## config.mk

```make
export PLATFORM = sky130hd
export DESIGN_NAME = motor_protect
export DESIGN_NICKNAME = d
export VERILOG_FILES = /design/src/verilog/prot_pkg.sv /design/src/verilog/volt_limiter.sv /design/src/verilog/motor_protect.sv
export SDC_FILE = /design/constraint.sdc
export NUM_CORES = 1
export LEC_CHECK = 0
export ABC_AREA = 0
export ABC_CLOCK_PERIOD_IN_PS = 33100
export BUFFER_PORTS_ARGS = -buffer_cell sky130_fd_sc_hd__buf_2
export CORE_MARGIN = 2
export CORE_UTILIZATION = 30
export CTS_CLUSTER_SIZE = 40
export DETAILED_ROUTE_END_ITERATION = 10
export HOLD_SLACK_MARGIN = 0.05
export MAX_ROUTING_LAYER = met4
export PLACE_DENSITY = 0.55
export REMOVE_ABC_BUFFERS = 1
export SLEW_MARGIN = 20
export SYNTH_ARGS = -nofsm -noshare
export SYNTH_HDL_FRONTEND = slang
export SYNTH_HIERARCHICAL = 1
export SYNTH_SLANG_ARGS = --single-unit
```

## constraint.sdc

```tcl
create_clock -name clk_i -period 33.1 [get_ports clk_i]
set_clock_uncertainty 0.1 [all_clocks]
set_input_delay 1.655 -clock clk_i [delete_from_list [all_inputs] [get_ports clk_i]]
set_output_delay 1.655 -clock clk_i [all_outputs]
set_load 0.005 [all_outputs]
```

## src/verilog/prot_pkg.sv

```systemverilog
package prot_pkg;

  // Clock and derived timing
  localparam int unsigned CLK_HZ       = 50_000_000;  // Core clock rate
  localparam int unsigned MS_PER_SEC   = 1000;
  localparam int unsigned MS_CYC       = CLK_HZ / MS_PER_SEC;  // Cycles per millisecond
  localparam int unsigned WD_TIME_MS   = 100;         // Watchdog expiry time, ms
  localparam int unsigned WD_CYC       = WD_TIME_MS * MS_CYC;
  localparam logic [4:0]  RST_PULSE    = 5'h10;       // Restart pulse length, cycles

  // Register byte offsets
  localparam logic [7:0] A_CTRL   = 8'h00;
  localparam logic [7:0] A_STATUS = 8'h04;
  localparam logic [7:0] A_MASK   = 8'h08;
  localparam logic [7:0] A_STATE  = 8'h0c;
  localparam logic [7:0] A_OC_THR = 8'h10;
  localparam logic [7:0] A_OT_THR = 8'h14;
  localparam logic [7:0] A_DRT_C  = 8'h18;
  localparam logic [7:0] A_DRT_M  = 8'h1c;
  localparam logic [7:0] A_SPD_MX = 8'h20;
  localparam logic [7:0] A_SPD_BK = 8'h24;
  localparam logic [7:0] A_REGEN  = 8'h28;
  localparam logic [7:0] A_TOUT   = 8'h2c;
  localparam logic [7:0] A_IHEAD  = 8'h30;

  // Field positions
  localparam int unsigned B_LATCH_OC = 0;  // Control: latching over-current
  localparam int unsigned B_LATCH_OT = 1;  // Control: latching over-temperature
  localparam int unsigned B_OC       = 0;  // Status: over-current shutdown
  localparam int unsigned B_OT       = 1;  // Status: over-temperature shutdown
  localparam int unsigned B_TOUT     = 2;  // Status: command timeout
  localparam int unsigned B_WD       = 3;  // Status: watchdog restart

  // Reset values
  localparam logic [1:0]  R_CTRL   = 2'h0;      // Both non-latching
  localparam logic [3:0]  R_MASK   = 4'h0;
  localparam logic [15:0] R_OC_THR = 16'h0c00;
  localparam logic [15:0] R_OT_THR = 16'h0700;
  localparam logic [15:0] R_DRT_C  = 16'h0600;
  localparam logic [15:0] R_DRT_M  = 16'h0900;
  localparam logic [15:0] R_SPD_MX = 16'h1000;
  localparam logic [15:0] R_SPD_BK = 16'h1800;
  localparam logic [15:0] R_REGEN  = 16'h0e00;
  localparam logic [15:0] R_TOUT   = 16'h0064;  // 100 ms
  localparam logic [15:0] R_IHEAD  = 16'h0200;

  // Supervisor states
  typedef enum logic [4:0] {
    ST_OFF    = 5'h01,
    ST_RUN    = 5'h02,
    ST_DERATE = 5'h04,
    ST_FAULT  = 5'h08,
    ST_BRAKE  = 5'h10
  } sup_state_e;

endpackage

```

## src/verilog/volt_limiter.sv

```systemverilog
`timescale 1ns/10ps
module volt_limiter
  import prot_pkg::*;
(
  // Demand and measurements
  input  wire logic [15:0] cmd_i,
  input  wire logic [15:0] speed_i,
  input  wire logic [15:0] ctrl_temp_i,
  input  wire logic [15:0] coil_temp_i,
  input  wire logic [15:0] bus_volt_i,
  // Limits
  input  wire logic [15:0] ihead_i,
  input  wire logic [15:0] drt_ctrl_i,
  input  wire logic [15:0] drt_coil_i,
  input  wire logic [15:0] spd_max_i,
  input  wire logic [15:0] regen_i,
  // Result
  output logic      [15:0] volt_o,
  output logic             derate_o
);

  // Saturating subtraction, never wraps below zero
  function automatic logic [15:0] sub_sat(input logic [15:0] a, input logic [15:0] b);
    sub_sat = (a > b) ? a - b : 16'h0000;
  endfunction

  // Excess of a temperature over its derate start, scaled up
  function automatic logic [15:0] derate(input logic [15:0] t, input logic [15:0] s);
    logic [15:0] ex;
    ex     = sub_sat(t, s);
    // Saturate, so a large excess never wraps round to a small cut
    derate = (ex > 16'h3fff) ? 16'hffff : {ex[13:0], 2'b00};
  endfunction

  logic [16:0] ceil_w;   // Back-EMF plus current headroom
  logic [15:0] ceil_a;   // After thermal derating
  logic [15:0] ceil_b;   // After over-speed soft limit
  logic [15:0] lim;      // Clipped command

  // Voltage ceiling chain
  always_comb begin
    ceil_w = {1'b0, speed_i} + {1'b0, ihead_i};
    ceil_a = ceil_w[16] ? 16'hffff : ceil_w[15:0];
    // Both temperatures share the same derating law
    ceil_a = sub_sat(ceil_a, derate(ctrl_temp_i, drt_ctrl_i));
    ceil_a = sub_sat(ceil_a, derate(coil_temp_i, drt_coil_i));
    // Output falls further as the speed excess grows
    ceil_b = sub_sat(ceil_a, derate(speed_i, spd_max_i));
    lim    = (cmd_i > ceil_b) ? ceil_b : cmd_i;
    // Regen too high: do not drop below back-EMF, ceiling still wins
    if (bus_volt_i > regen_i && lim < speed_i) begin
      lim = (speed_i > ceil_b) ? ceil_b : speed_i;
    end
    volt_o   = lim;
    derate_o = (ctrl_temp_i > drt_ctrl_i) || (coil_temp_i > drt_coil_i);
  end

endmodule

```

## src/verilog/motor_protect.sv

```systemverilog
// Overview of operation
// - Clip voltage to back-EMF plus current headroom
// - Over-current switches off every gate
// - Over-current latching selectable, non-latching after reset
// - Latched fault holds until flag cleared
// - Non-latching over-current recovers when current drops
// - Over-temperature switches off gates, latch selectable
// - Non-latching over-temperature recovers when temperature drops
// - Near temperature limit enter derate, reduce output
// - Leave derate automatically as temperature falls
// - Derate also on modelled coil temperature
// - Above maximum speed reduce voltage progressively
// - Extreme over-speed shorts all phases together
// - Excess regeneration limits applied voltage
// - Command timeout drops drive into coast, armed flag kept
// - Next valid message ends the timeout
// - Watchdog restarts a stalled controller
// - After restart come up disarmed
`timescale 1ns/10ps
module motor_protect
  import prot_pkg::*;
#(
  parameter int unsigned MS_CYCLES = MS_CYC,  // Cycles per millisecond
  parameter int unsigned WD_CYCLES = WD_CYC   // Watchdog expiry, cycles
) (
  // Clock and reset
  input  wire logic        clk_i,
  input  wire logic        rstn_i,
  // Register port
  input  wire logic [7:0]  addr_i,
  input  wire logic [31:0] wdata_i,
  input  wire logic        wr_i,
  input  wire logic        rd_i,
  output logic      [31:0] rdata_o,
  // Host command events
  input  wire logic        msg_valid_i,
  input  wire logic        arm_i,
  input  wire logic        disarm_i,
  input  wire logic        kick_i,
  // Sensing
  input  wire logic [15:0] cmd_volt_i,
  input  wire logic [15:0] current_i,
  input  wire logic [15:0] ctrl_temp_i,
  input  wire logic [15:0] coil_temp_i,
  input  wire logic [15:0] speed_i,
  input  wire logic [15:0] bus_volt_i,
  // Commutation requests
  input  wire logic [2:0]  pwm_hi_i,
  input  wire logic [2:0]  pwm_lo_i,
  // Power stage and system
  output logic      [2:0]  gate_hi_o,
  output logic      [2:0]  gate_lo_o,
  output logic      [15:0] volt_o,
  output logic             derate_o,
  output logic             drive_o,
  output logic             restart_o,
  output logic             irq_o
);

  // Whole block state
  typedef struct packed {
    logic [1:0]  ctrl;       // Latch selections
    logic [3:0]  status;     // Sticky event flags
    logic [3:0]  mask;       // Interrupt enables
    logic [15:0] oc_thr;     // Over-current threshold
    logic [15:0] ot_thr;     // Over-temperature threshold
    logic [15:0] drt_c;      // Controller derate start
    logic [15:0] drt_m;      // Coil derate start
    logic [15:0] spd_mx;     // Soft speed limit
    logic [15:0] spd_bk;     // Brake speed
    logic [15:0] regen;      // Bus voltage regen limit
    logic [15:0] tout;       // Timeout, ms, zero disables
    logic [15:0] ihead;      // Current headroom as voltage
    sup_state_e  state;      // Supervisor state
    logic        armed;      // Host has armed
    logic        timed_out;  // No message in time
    logic [31:0] ms_cnt;     // Millisecond prescaler
    logic [15:0] tout_cnt;   // Milliseconds since last message
    logic [31:0] wd_cnt;     // Cycles since last kick
    logic [4:0]  rst_cnt;    // Restart pulse remaining
    logic [2:0]  gate_hi;
    logic [2:0]  gate_lo;
    logic [15:0] volt;
    logic        derate;
    logic        drive;
    logic        restart;
    logic        irq;
    logic [31:0] rdata;
  } sup_s;

  sup_s s_q;  // Registered state
  sup_s s_d;  // Next state

  logic [15:0] lim_volt;  // Limited voltage from the chain
  logic        lim_drt;   // Any temperature above its derate start

  volt_limiter u_lim (
    .cmd_i       (cmd_volt_i),
    .speed_i     (speed_i),
    .ctrl_temp_i (ctrl_temp_i),
    .coil_temp_i (coil_temp_i),
    .bus_volt_i  (bus_volt_i),
    .ihead_i     (s_q.ihead),
    .drt_ctrl_i  (s_q.drt_c),
    .drt_coil_i  (s_q.drt_m),
    .spd_max_i   (s_q.spd_mx),
    .regen_i     (s_q.regen),
    .volt_o      (lim_volt),
    .derate_o    (lim_drt)
  );

  logic       oc_trip;   // Current above threshold now
  logic       ot_trip;   // Temperature above threshold now
  logic       fault;     // Gates must be off
  logic       drive;     // Armed and not timed out
  logic       wd_fire;   // Watchdog expiry this cycle
  logic       tout_fire; // Timeout expiry this cycle
  logic [3:0] ev;        // Event set terms
  logic [3:0] clr;       // Write-one-to-clear terms

  // Fault, event and next-state logic
  always_comb begin
    s_d     = s_q;
    oc_trip = current_i > s_q.oc_thr;
    ot_trip = ctrl_temp_i > s_q.ot_thr;
    // A latched flag keeps the stage off even once the cause is gone
    fault   = oc_trip | ot_trip
            | (s_q.ctrl[B_LATCH_OC] & s_q.status[B_OC])
            | (s_q.ctrl[B_LATCH_OT] & s_q.status[B_OT]);
    drive   = s_q.armed & ~s_q.timed_out;
    wd_fire = ~kick_i && (s_q.wd_cnt >= WD_CYCLES - 1);
    tout_fire = 1'b0;

    // Watchdog counts cycles without a kick
    if (kick_i || wd_fire) begin
      s_d.wd_cnt = 32'h0;
    end else begin
      s_d.wd_cnt = s_q.wd_cnt + 32'h1;
    end

    // Restart pulse
    if (wd_fire) begin
      s_d.rst_cnt = RST_PULSE;
    end else if (s_q.rst_cnt != 5'h0) begin
      s_d.rst_cnt = s_q.rst_cnt - 5'h1;
    end
    s_d.restart = wd_fire || (s_q.rst_cnt > 5'h1);

    // Millisecond prescaler and message timeout
    if (msg_valid_i) begin
      s_d.ms_cnt    = 32'h0;
      s_d.tout_cnt  = 16'h0;
      s_d.timed_out = 1'b0;
    end else if (s_q.ms_cnt >= MS_CYCLES - 1) begin
      s_d.ms_cnt = 32'h0;
      if (s_q.tout_cnt != 16'hffff) begin
        s_d.tout_cnt = s_q.tout_cnt + 16'h1;
      end
    end else begin
      s_d.ms_cnt = s_q.ms_cnt + 32'h1;
    end
    // Zero timeout disables the check
    if (!msg_valid_i && s_q.tout != 16'h0 && s_q.tout_cnt >= s_q.tout && !s_q.timed_out) begin
      s_d.timed_out = 1'b1;
      tout_fire     = 1'b1;
    end

    // Arming, explicit disarm; restart forces the startup state
    if (arm_i) begin
      s_d.armed = 1'b1;
    end
    if (disarm_i || wd_fire) begin
      s_d.armed = 1'b0;
    end
    if (wd_fire) begin
      s_d.timed_out = 1'b0;
      s_d.tout_cnt  = 16'h0;
    end

    // Register writes
    clr = 4'h0;
    if (wr_i) begin
      unique case (addr_i)
        A_CTRL:   s_d.ctrl   = wdata_i[1:0];
        A_STATUS: clr        = wdata_i[3:0];
        A_MASK:   s_d.mask   = wdata_i[3:0];
        A_OC_THR: s_d.oc_thr = wdata_i[15:0];
        A_OT_THR: s_d.ot_thr = wdata_i[15:0];
        A_DRT_C:  s_d.drt_c  = wdata_i[15:0];
        A_DRT_M:  s_d.drt_m  = wdata_i[15:0];
        A_SPD_MX: s_d.spd_mx = wdata_i[15:0];
        A_SPD_BK: s_d.spd_bk = wdata_i[15:0];
        A_REGEN:  s_d.regen  = wdata_i[15:0];
        A_TOUT:   s_d.tout   = wdata_i[15:0];
        A_IHEAD:  s_d.ihead  = wdata_i[15:0];
        default:  clr        = 4'h0;  // Unmapped writes are ignored
      endcase
    end

    // Sticky flags: a new event wins over a clear in the same cycle
    ev         = 4'h0;
    ev[B_OC]   = oc_trip;
    ev[B_OT]   = ot_trip;
    ev[B_TOUT] = tout_fire;
    ev[B_WD]   = wd_fire;
    s_d.status = (s_q.status & ~clr) | ev;
    s_d.irq    = |(s_d.status & s_q.mask);

    // Supervisor state, off first, then faults
    if (!drive) begin
      s_d.state = ST_OFF;
    end else if (fault) begin
      s_d.state = ST_FAULT;
    end else if (speed_i > s_q.spd_bk) begin
      s_d.state = ST_BRAKE;
    end else if (lim_drt) begin
      s_d.state = ST_DERATE;
    end else begin
      s_d.state = ST_RUN;
    end

    // Gate and voltage outputs per state
    unique case (s_d.state)
      ST_OFF: begin
        // Coast: every transistor open
        s_d.gate_hi = 3'h0;
        s_d.gate_lo = 3'h0;
        s_d.volt    = 16'h0;
      end
      ST_FAULT: begin
        // Reactive shutdown; clears itself when not latched
        s_d.gate_hi = 3'h0;
        s_d.gate_lo = 3'h0;
        s_d.volt    = 16'h0;
      end
      ST_BRAKE: begin
        // All low sides on shorts the phases together
        s_d.gate_hi = 3'h0;
        s_d.gate_lo = 3'h7;
        s_d.volt    = 16'h0;
      end
      default: begin
        // Run and derate pass commutation, voltage already limited
        s_d.gate_hi = pwm_hi_i;
        s_d.gate_lo = pwm_lo_i;
        s_d.volt    = lim_volt;
      end
    endcase
    s_d.derate = (s_d.state == ST_DERATE);
    s_d.drive  = drive;

    // Read data stands for exactly the cycle after the strobe
    s_d.rdata = 32'h0;
    if (rd_i) begin
      unique case (addr_i)
        A_CTRL:   s_d.rdata = {30'h0, s_q.ctrl};
        A_STATUS: s_d.rdata = {28'h0, s_q.status};
        A_MASK:   s_d.rdata = {28'h0, s_q.mask};
        A_STATE:  s_d.rdata = {24'h0, s_q.timed_out, s_q.armed, 1'b0, s_q.state};
        A_OC_THR: s_d.rdata = {16'h0, s_q.oc_thr};
        A_OT_THR: s_d.rdata = {16'h0, s_q.ot_thr};
        A_DRT_C:  s_d.rdata = {16'h0, s_q.drt_c};
        A_DRT_M:  s_d.rdata = {16'h0, s_q.drt_m};
        A_SPD_MX: s_d.rdata = {16'h0, s_q.spd_mx};
        A_SPD_BK: s_d.rdata = {16'h0, s_q.spd_bk};
        A_REGEN:  s_d.rdata = {16'h0, s_q.regen};
        A_TOUT:   s_d.rdata = {16'h0, s_q.tout};
        A_IHEAD:  s_d.rdata = {16'h0, s_q.ihead};
        default:  s_d.rdata = 32'h0;  // Unmapped reads return zero
      endcase
    end
  end

  // State register
  always_ff @(posedge clk_i or negedge rstn_i) begin
    if (!rstn_i) begin
      s_q           <= '0;
      s_q.ctrl      <= R_CTRL;
      s_q.mask      <= R_MASK;
      s_q.oc_thr    <= R_OC_THR;
      s_q.ot_thr    <= R_OT_THR;
      s_q.drt_c     <= R_DRT_C;
      s_q.drt_m     <= R_DRT_M;
      s_q.spd_mx    <= R_SPD_MX;
      s_q.spd_bk    <= R_SPD_BK;
      s_q.regen     <= R_REGEN;
      s_q.tout      <= R_TOUT;
      s_q.ihead     <= R_IHEAD;
      s_q.state     <= ST_OFF;
    end else begin
      s_q <= s_d;
    end
  end

  // Outputs straight from the state register
  assign gate_hi_o = s_q.gate_hi;
  assign gate_lo_o = s_q.gate_lo;
  assign volt_o    = s_q.volt;
  assign derate_o  = s_q.derate;
  assign drive_o   = s_q.drive;
  assign restart_o = s_q.restart;
  assign irq_o     = s_q.irq;
  assign rdata_o   = s_q.rdata;
endmodule

```

==> impl_metrics.yaml <==
drt:
  wl_met3_mm: 3.67
  drt-met1-wl_mm: 31.0
  wl_mm: 71.9
  antenna_left: 0
  highest_layer: "met4"
  first_pass_iters: 6
  viasPerCell: 5.14
  drt_iter0_drc: 1120
  drc: 0
  post_drt_wl_per_cell_um: 20.3
  num_vias: 18200
  wl_met2_mm: 34.9
synthesis:
  netlist_area_sq_um: 22200
  synth_edf_count: 0
  avgSynthCellArea_sq_um: 9.23
  synthArstFlopShare_pct: 100
  yosysSeqAreaShare_pct: 32.5
  ys.flop_type: "dfrtp_1"
  postSynthCellCount: 2409
  ys_ff_latch: 288
  ys_warn_count: 6
  netlist-cell-type-count: 98
placement:
  portBuffers: 175
  dpl_worst_slack_ns: 15.73
  dpl.hpwl_mm: 56.2
  place_congestion: 0.933
pwr:
  p_seq_share_pct: 35.5
  p_comb_share_pct: 26.5
  power.internal_uw: 728
  p_per_area_nw_per_um2: 43.0
  p_leak_uw: 0.0114
  ir_worst_vdd_mv: 0.0295
  swShare_pct: 32.5
  clkPwrFrac_pct: 37.9
  p_sw_uw: 350
floorplanning:
  boundaryPins: 208
  die_y_um: 276
  die-area_sq_um: 76400
  core.rowCount: 99
  fp.coreArea_sq_um: 73200
  start_util_pct: 30.4
  die_w_um: 276
min_path:
  holdCritPathClass: "reg -> reg"
  hold_path_end: "s_q[63]$_DFF_PN0_"
  whs_path_depth: 1
  worstHoldStart: "s_q[63]$_DFF_PN0_"
setup_path:
  r2r_cells: 57
  crit_top_cell: "ha_1"
  rrSetupSlack_ns: 16.83
  cp.required_ns: 33.38
  r2r_end: "volt_o[9]$_DFF_PN0_"
  critPathSlowestCell: "or2_1"
  max_stage_delay_ns: 0.88
  path_class: "in -> reg"
  cp_max_fo: 35
  cp-start-kind: "primary input"
  timing.rr.start: "s_q[247]$_DFFE_PN0P_"
  cp.arrival_ns: 17.26
  worst_setup_path_end_kind: "flip-flop"
sta:
  setup_ws_ns: 16.12
  tightest_slew_ns: 1.10
  fin_crit_ns: 16.98
  finalCritPeriodShare_pct: 51.3
  rsz0062_at_grt: "false"
  finalHoldViolations: 0
  relSlewSlack_pct: 26.7
  setup_viol: 0
  max_freq_mhz: 58.9
  finalSetupTns_ns: 0
  drv_slew: 0
global_routing:
  grt.total_usage_pct: 19.1
  grt.overflow.total: 0
  grt_pass1_wl_mm: 109
  grt_max_degree: 117
  grt_pass1_vias: 17900
  antenna_found_initial: 8
finish:
  final_cell_mix: "dfrtp_1, ha_1, inv_1"
  drive_gt1_share_pct: 18.6
  fill_cells: 7573
  layout_commonest_cell: "dfrtp_1"
  layout.nets: 2953
  area_growth_syn_to_layout_pct: 12.8
clock_tree:
  clk_pin_slew_ns: 0.06
  postCtsSetupRepairBufs: 0
  cts_tree: "yes"
  cts_buffer_depth: 3
  clkLatencyLatePin_ns: 0.56
  cts_sinks: 288
  clockRootBuffer: "clkbuf_16"
  cts_resized: 0
  cts_buffers: 35
  h-tree-depth: 2
  postCtsHoldBufs: 0
flow_run:
  cap_violations: 0
status:
  outcome: "finished clean"
## sequential cells by signal (all words and copies together), names as in the netlist
name       cells
s_q          246
gate_hi_o      3
derate_o       1
rdata_o       16
volt_o        16
irq_o          1
gate_lo_o      3
drive_o        1
restart_o      1
## worst max path at each step
stage,startpoint,endpoint,slack (ns),depth (start not counted)
after floorplan,ctrl_temp_i[0],volt_o[9]$_DFF_PN0_,18.15,63
after global placement,ctrl_temp_i[1],volt_o[9]$_DFF_PN0_,15.69,62
after detailed placement,ctrl_temp_i[1],volt_o[9]$_DFF_PN0_,15.73,62
after CTS,ctrl_temp_i[1],volt_o[9]$_DFF_PN0_,16.27,62
after global routing,speed_i[0],volt_o[0]$_DFF_PN0_,14.88,64
final,ctrl_temp_i[1],volt_o[9]$_DFF_PN0_,16.12,57
## power groups by stage
| stage | registers (uW) | logic [uW] | clock network (uW) |
|---|---|---|---|
| 3_3_place_gp | 389 | 285 | 0 |
| 4_1_cts | 383 | 287 | 422 |
| 6_report | 383 | 286 | 409 |
| 3_5_place_dp | 389 | 285 | 0 |
| 5_1_grt | 384 | 321 | 436 |
| 2_1_floorplan | 381 | 198 | 0 |
## critical path, delay by kind of cell
kind / cells / cell delay (ns)
buffers and inverters: 2 / 0.24
AOI/OAI and AO/OA: 30 / 8.28
adders and majority gates: 7 / 2.27
muxes: 1 / 0.39
and+or+nand+nor: 17 / 4.38
## logic make-up (layout without fill, tap and decap cells)
family                     after synthesis  in the layout  share of synthesized area, %
other                                    1             47                        0.0169
buffers and inverters                  317            445                          6.68
AOI/OAI and AO/OA                      552            552                          16.2
adders and majority gates              253            253                          14.5
xor gates and xnor gates               118            118                          4.65
and+or+nand+nor                        713            713                          16.8
DFF                                    288            288                          32.5
muxes                                  167            167                          8.75
## metrics by stage
step,total power [uW],hold slack [ns],util (%),cell area [sq um],std cells
final,1080,0.366,34.3,25100,3542
after global routing,1140,0.396,34.3,25100,3540
after CTS,1090,0.362,34.2,25100,3536
after detailed placement,674,0.354,32.6,23800,3472
after global placement,673,0.344,32.6,23800,3472
after floorplan,579,0.324,-,21600,2322
## cell type report
class,instances,area (sq um),share of cell area [%]
Multi-Input combinational cell,1844,13700,54.6
Timing Repair Buffer,191,1010,4.01
Inverter,190,713,2.84
Antenna cell,6,15.0,0.0599
Sequential cell,288,7230,28.8
Clock inverter,13,191,0.763
Clock buffer,51,1040,4.14
Tap cell,959,1200,4.78
## routing by layer
metal | track usage, % | up-vias
li1 | - | 8863
met2 | 32.1 | 458
met3 | 2.77 | 113
met4 | 6.11 | 0
met1 | 23.6 | 8781
met5 | - | -
## Yosys cell counts (20+ instances only)
| master | instances | area [sq um] |
|---|---|---|
| nand4_1 | 52 | 325 |
| a31oi_1 | 22 | 138 |
| o21ai_0 | 141 | 706 |
| nand2b_1 | 26 | 163 |
| nor2b_1 | 26 | 163 |
| mux2_2 | 130 | 1460 |
| o211ai_1 | 20 | 150 |
| nand3_1 | 60 | 300 |
| buf_4 | 60 | 450 |
| buf_2 | 22 | 110 |
| dfstp_2 | 20 | 526 |
| nand2_1 | 185 | 694 |
| nor2_1 | 166 | 623 |
| nor3_1 | 42 | 210 |
| xnor2_1 | 77 | 674 |
| a21o_1 | 48 | 360 |
| and3_1 | 23 | 144 |
| inv_1 | 190 | 713 |
| xor2_1 | 41 | 359 |
| a21oi_1 | 147 | 736 |
| clkbuf_1 | 35 | 131 |
| dfrtp_1 | 268 | 6710 |
| ha_1 | 246 | 3080 |
Power figures use the tool's default switching activity.
